$ cat src/arrs_pkg.sv
/*
 Package for the ADC result register slice: offsets, reset values, field layout and sequencer states.
 Assumes a byte-wide register port with a byte address, as the control port presents it.
*/
package arrs_pkg;
   // ****************************************
   // Register offsets
   // ****************************************
   localparam logic [7:0] OFS_TOP_CELL_VOLT_LOW = 8'h20;
   localparam logic [7:0] OFS_THERM_RATIO_HIGH = 8'h21;
   localparam logic [7:0] OFS_THERM_RATIO_LOW = 8'h22;
   localparam logic [7:0] OFS_DIE_TEMP_HIGH = 8'h23;
   // ****************************************
   // Reset values and widths
   // ****************************************
   localparam logic [7:0] RST_RESULT_BYTE = 8'h00;
   localparam logic [15:0] RST_RESULT = 16'h0000;
   localparam logic [7:0] RD_UNMAPPED = 8'h00;
   localparam int RESULT_W = 16;
   localparam int SIGN_BIT = 15;
   // ****************************************
   // Channels
   // ****************************************
   localparam int NUM_CH = 3;
   localparam int CH_TOP_CELL = 0;
   localparam int CH_THERM = 1;
   localparam int CH_DIE_TEMP = 2;
   typedef enum logic [1:0] {
      ARRS_ST_RUN,
      ARRS_ST_DEFAULTS
   } arrs_state_e;
endpackage

$ cat src/arrs_if.sv
/*
 Interface carrying result update traffic into the result holding bank.
 Assumes one clock and the synchronised reset of the top module.
*/
interface arrs_res_if;
   logic [2:0] load;
   logic [15:0] value [3];
   logic clear;
   logic [15:0] held [3];
   modport src (output load, output value, output clear, input held);
   modport bank (input load, input value, input clear, output held);
endinterface

$ cat src/arrs_result_bank.sv
/*
 Holding bank for the three 16-bit conversion results.
 Assumes load strobes are one-cycle pulses and clear comes from the defaults restore path.
*/
module arrs_result_bank (
   // Clock and reset
   input wire logic clk,
   input wire logic rst_n,
   // Result traffic
   arrs_res_if.bank res
);
   // ****************************************
   // Per-channel holding words
   // ****************************************
   genvar g;
   generate
      for (g = 0; g < arrs_pkg::NUM_CH; g++) begin : g_ch
         logic [15:0] word_q;
         logic [15:0] word_d;
         // Whole word loads at once, so both bytes share one conversion
         assign word_d = res.clear ? arrs_pkg::RST_RESULT :
                         (res.load[g] ? res.value[g] : word_q);
         always_ff @(posedge clk or negedge rst_n) begin
            if (!rst_n) begin
               word_q <= arrs_pkg::RST_RESULT;
            end else begin
               word_q <= word_d;
            end
         end
         assign res.held[g] = word_q;
      end
   endgenerate
endmodule

$ cat src/arrs_read_mux.sv
/*
 Read selection of the four result bytes by register offset.
 Assumes the address is stable for the read; unmapped offsets read as zero.
*/
module arrs_read_mux (
   // Held results
   input wire logic [15:0] top_cell,
   input wire logic [15:0] therm,
   input wire logic [15:0] die_temp,
   // Address and data
   input wire logic [7:0] addr,
   output logic [7:0] data,
   output logic hit
);
   wire sel_top_lo = (addr == arrs_pkg::OFS_TOP_CELL_VOLT_LOW);
   wire sel_th_hi = (addr == arrs_pkg::OFS_THERM_RATIO_HIGH);
   wire sel_th_lo = (addr == arrs_pkg::OFS_THERM_RATIO_LOW);
   wire sel_die_hi = (addr == arrs_pkg::OFS_DIE_TEMP_HIGH);
   // Low byte bit 7 weighs 128 mV down to 1 mV at bit 0
   // High byte of the ratio: bit 9 is 50 percent, bit 8 is 25 percent
   // High byte of die temperature: bit 8 is 128 degrees
   // Bit 15 is the sign, passed through untouched in the ratio and die temperature high bytes
   assign data = sel_top_lo ? top_cell[7:0] :
                 sel_th_hi ? therm[15:8] :
                 sel_th_lo ? therm[7:0] :
                 sel_die_hi ? die_temp[15:8] : arrs_pkg::RD_UNMAPPED;
   assign hit = sel_top_lo | sel_th_hi | sel_th_lo | sel_die_hi;
endmodule

$ cat src/arrs_top.sv
/*
 ADC result register slice: top-cell voltage low byte, thermistor ratio bytes and
 die temperature high byte, read-only over the device's byte register port.
 Assumes the control-port engine supplies a byte address with a read strobe, and the
 conversion engine supplies whole 16-bit two's complement results with a valid pulse.
*/

// Functional notes
// - Offset 0x20 holds top-cell voltage low byte, 128 mV down to 1 mV.
// - Balancing uses its own comparator; this result is report only.
// - Offset 0x21 holds ratio high byte; bit9 50 percent, bit8 25 percent.
// - Ratio is percent of regulator rail, 12.50 to 0.098 percent, 0 to 99.9.
// - Offset 0x23 holds die temperature high byte; bit8 is 128 degrees.
// - Die temperature spans 0 to 128 degrees Celsius.
// - Each byte pair is two's complement with bit 15 as sign.
// - Results read-only, reset zero, cleared by restore, kept on watchdog.
// - Restore bit returns defaults, resets safety timer, then self-clears.
module arrs_top (
   // Clock and reset
   input wire logic mclk,
   input wire logic arst_n,
   // Register port
   input wire logic [7:0] reg_addr,
   input wire logic reg_rd,
   input wire logic reg_wr,
   input wire logic [7:0] reg_wdata,
   output logic [7:0] reg_rdata,
   output logic reg_hit,
   // Defaults restore and watchdog
   input wire logic restore_req,
   input wire logic watchdog_expired,
   output logic restore_busy,
   output logic safety_timer_rst,
   // Conversion results
   input wire logic top_cell_voltage_valid,
   input wire logic [15:0] top_cell_voltage_result,
   input wire logic thermistor_ratio_valid,
   input wire logic [15:0] thermistor_ratio_result,
   input wire logic die_temperature_valid,
   input wire logic [15:0] die_temperature_result
);
   // ****************************************
   // Reset release
   // ****************************************
   logic rst_s1_q;
   logic rst_q;
   always_ff @(posedge mclk or negedge arst_n) begin
      if (!arst_n) begin
         rst_s1_q <= 1'b0;
         rst_q <= 1'b0;
      end else begin
         rst_s1_q <= 1'b1;
         rst_q <= rst_s1_q;
      end
   end

   // ****************************************
   // Defaults restore sequencing
   // ****************************************
   arrs_pkg::arrs_state_e state_q;
   arrs_pkg::arrs_state_e state_d;
   // One cycle of clearing, then back to run: the request bit reads back as zero
   always_comb begin
      state_d = state_q;
      unique case (state_q)
         arrs_pkg::ARRS_ST_RUN: begin
            if (restore_req) begin
               state_d = arrs_pkg::ARRS_ST_DEFAULTS;
            end
         end
         arrs_pkg::ARRS_ST_DEFAULTS: begin
            state_d = arrs_pkg::ARRS_ST_RUN;
         end
      endcase
   end
   always_ff @(posedge mclk or negedge rst_q) begin
      if (!rst_q) begin
         state_q <= arrs_pkg::ARRS_ST_RUN;
      end else begin
         state_q <= state_d;
      end
   end
   wire in_defaults = (state_q == arrs_pkg::ARRS_ST_DEFAULTS);
   assign restore_busy = in_defaults;
   assign safety_timer_rst = in_defaults;

   // ****************************************
   // Result bank
   // ****************************************
   arrs_res_if res ();
   // Watchdog is deliberately not an input to clearing
   assign res.clear = in_defaults;
   // Updates during the restore cycle are dropped so defaults really show
   assign res.load = in_defaults ? 3'b000 :
                     {die_temperature_valid, thermistor_ratio_valid, top_cell_voltage_valid};
   // Ratio and die temperature pass as coded by the converter
   assign res.value[arrs_pkg::CH_TOP_CELL] = top_cell_voltage_result;
   assign res.value[arrs_pkg::CH_THERM] = thermistor_ratio_result;
   assign res.value[arrs_pkg::CH_DIE_TEMP] = die_temperature_result;
   // Top-cell value is report only; balancing has its own comparator
   arrs_result_bank u_bank (
      .clk(mclk),
      .rst_n(rst_q),
      .res(res)
   );

   // ****************************************
   // Read path
   // ****************************************
   logic [7:0] mux_data;
   logic mux_hit;
   logic [7:0] rdata_q;
   arrs_read_mux u_mux (
      .top_cell(res.held[arrs_pkg::CH_TOP_CELL]),
      .therm(res.held[arrs_pkg::CH_THERM]),
      .die_temp(res.held[arrs_pkg::CH_DIE_TEMP]),
      .addr(reg_addr),
      .data(mux_data),
      .hit(mux_hit)
   );
   // Writes are ignored: every register here is read-only
   always_ff @(posedge mclk or negedge rst_q) begin
      if (!rst_q) begin
         rdata_q <= arrs_pkg::RST_RESULT_BYTE;
      end else if (reg_rd) begin
         rdata_q <= mux_data;
      end
   end
   assign reg_rdata = rdata_q;
   assign reg_hit = mux_hit & (reg_rd | reg_wr);
endmodule

$ cat config.mk
export PLATFORM = sky130hd
export DESIGN_NAME = arrs_top
export DESIGN_NICKNAME = d
export VERILOG_FILES = /design/src/arrs_pkg.sv /design/src/arrs_if.sv /design/src/arrs_result_bank.sv /design/src/arrs_read_mux.sv /design/src/arrs_top.sv
export SDC_FILE = /design/constraint.sdc
export NUM_CORES = 1
export LEC_CHECK = 0
export BUFFER_PORTS_ARGS = -buffer_cell sky130_fd_sc_hd__buf_2
export CORE_MARGIN = 2
export CORE_UTILIZATION = 55
export DETAILED_ROUTE_END_ITERATION = 12
export GPL_TIMING_DRIVEN = 1
export PLACE_DENSITY = 0.85
export REMOVE_ABC_BUFFERS = 1
export SETUP_SLACK_MARGIN = 0.15
export SKIP_LAST_GASP = 1
export SYNTH_ARGS = -nofsm -noshare
export SYNTH_HDL_FRONTEND = slang
export SYNTH_HIERARCHICAL = 1
export SYNTH_SLANG_ARGS = --single-unit
$ cat constraint.sdc
create_clock -name mclk -period 5.5 [get_ports mclk]
set_input_delay 0 -clock mclk [delete_from_list [all_inputs] [get_ports mclk]]
set_output_delay 0 -clock mclk [all_outputs]
set_load 0.05 [all_outputs]
==> summary.md <==
| Metric | Value |
|---|---|
| Status | `finished, final reports clean` |
| Chip height | `65.51 um` |
| Worst setup SP type | `flip-flop` |
| Die ar. | `4291 sq um` |
| Critical path class | `flip-flop to flip-flop` |
| CTS sink count | `43` |
| GPL Wtd Cong | `0.6947` |
| Relative slew margins | `0.2464` |
| # diodes | `0` |
| Max IR drop VDD | `0.2070 mV` |
| Longest Clk Path Bufs | `2` |
| Pwr Density | `243.2 nW/um^2` |
| Max cap viols | `0` |
| Worst-path cell chain | `buf_4, nor2b_2, mux2i_1, nor2_1` |
| Highest cell delay on the worst timing path | `0.91 ns` |
| Starting Density | `0.5684` |
| Leak | `1.411 nW` |
| Drt first-iter violations | `50` |
| RSZ-0062 raised after global routing | `false` |
| Final setup vio count | `0` |
| H-tree levels | `2` |
| Synth Warn # | `6` |
| Core Rows | `22` |
| Min Tclk post-route | `2.022 ns` |
| Chip width | `65.51 um` |
| Max Clk Rate | `494.6 MHz` |
| WP buf/inv | `1` |
| Wire length of the first global-routing pass | `6948 um` |
| Residual DRC | `0` |
| Slew of the pin with the lowest slew margin | `1.125 ns` |
| Fin. max-slew vios | `0` |
| DRT antenna net count | `0` |
| Drt pass-1 iters | `4` |
| Clk root buf | `clkbuf_8` |
| Post-Route Setup TNS | `0 ns` |
| Hold Vio Cnt, Final | `0` |
| I/O pin count | `84` |
| TritonCTS buffer count | `5` |
| Post-Syn Area | `2081 sq um` |
| Gr ovfl total | `0` |
| Largest net degree at the start of global routing | `42` |
| Ratio of cells with drive above 1 in the final layout | `0.3539` |
| Slowest CP cell | `nor2b_2` |
| Post-CTS Setup Bufs | `0` |
| Synth-to-layout area growth | `31.21%` |
| Clock Skews | `0.004371 ns` |
| Initial antenna violation count | `0` |
| Vias in the first global route | `1450` |
| Mean post-synth cell area | `13.42 sq um` |
| Avg Vias per Cell | `4.969` |
| CP Max Fanout | `38` |
| Crit path capture type | `flip-flop` |
| Reg clk slew, reported paths | `0.08 ns` |
| IO Port Bufs | `58` |
| Core area | `3661 sq um` |
| WL final | `4343 um` |
| Synthesized netlist cell count | `155` |
| Per-cell routed wire length | `14.92 um` |
| Sequential cell area | `1076 sq um` |
| Sum of net half-perimeters after detailed placement | `2761 um` |
| Multi-input gate area | `854.6 sq um` |
| TritonCTS clock tree | `yes` |
| Final nets | `315` |
| Hold Crit Class | `primary input to flip-flop` |
| Final cell count without fillers | `291` |
| Vias | `1446` |
| Worst path required time | `5.67 ns` |
| Total GRT Usage | `0.2265` |
| Final period util | `0.3676` |
| Crit-path leading delay family | `simple AND/OR/NAND/NOR gates` |
| Latest clock arrival within the worst-skew pair | `0.30 ns` |
| R2R Setup Slk | `3.48 ns` |
| DP Cell Count | `248` |
| Critical Path AT | `2.19 ns` |
| FILL cells | `227` |
## per-stage QoR
stage | total power [mW] | hold WS, ns | setup slack, ns | utilization | area (sq um)
after global placement | 0.4543 | -0.2132 | 3.545 | 0.6271 | 2296
after global routing | 0.7003 | 0.1307 | 3.323 | 0.7457 | 2730
final | 0.6638 | 0.1399 | 3.478 | 0.7457 | 2730
after detailed placement | 0.4589 | -0.2126 | 3.521 | 0.6271 | 2296
after CTS | 0.6692 | 0.1341 | 3.515 | 0.7457 | 2730
after floorplan | 0.4187 | -0.2956 | 2.659 | - | 1928
## metal layers
layer	up-vias	wire (um)	GRT usage
li1	703	-	-
met1	680	1832	0.2969
met2	59	2174	0.3788
met3	4	299	0.06507
met4	0	36	0.04688
met5	-	0	0
## flip-flops by register name, indices dropped and copies added (netlist names)
name	count
reg_rdata	8
rst_q	1
rst_s1_q	1
state_q	1
u_bank/g_ch.word_q	32
## cells in the final DEF (no fill, tap or decap)
| cell type | n |
|---|---|
| and2_1 | 1 |
| and3_1 | 8 |
| buf_2 | 58 |
| buf_4 | 2 |
| clkbuf_8 | 5 |
| clkinv_2 | 3 |
| conb_1 | 1 |
| dfrtp_1 | 43 |
| dlygate4sd3_1 | 35 |
| mux2_4 | 8 |
| mux2i_1 | 32 |
| mux4_2 | 8 |
| nor2_1 | 33 |
| nor2b_1 | 3 |
| nor2b_2 | 1 |
| nor4b_2 | 1 |
| o21a_1 | 1 |
## power breakdown
| part | internal [mW] | switching, mW |
|---|---|---|
| Sequential | 0.340 | 0.0123 |
| Combinational | 0.0645 | 0.0556 |
| Clock | 0.0868 | 0.105 |
| Total | 0.491 | 0.173 |
## path summary, 6_finish.rpt
kind | start | endpoint | depth (start not counted)
worst max-delay path | state_q[0] | u_bank/g_ch[1].word_q[12] | 4
worst max register to register | state_q[0] | u_bank/g_ch[1].word_q[12] | 4
max in group asynchronous | rst_q | u_bank/g_ch[1].word_q[4] | 1
min in group asynchronous | rst_q | u_bank/g_ch[1].word_q[5] | 1
worst min-delay path | reg_rd | reg_rdata[7] | 2
worst min register to register | rst_q | u_bank/g_ch[1].word_q[5] | 1
## layout make-up
| class | count | area share |
|---|---|---|
| sequential | 43 | 0.3941 |
| clock buffer | 5 | 0.02521 |
| clock inverter | 3 | 0.005500 |
| multi-input combinational | 97 | 0.3130 |
| tap | 48 | 0.02200 |
| timing repair buffer | 95 | 0.2401 |
## what timing repair did
item                                    in CTS  in global routing
gates resized for setup                      0                  0
endpoints found under the hold margin       35                  0
hold buffers                                35                  0
endpoints found under the setup margin       0                  0
Power figures use the tool's default switching activity.
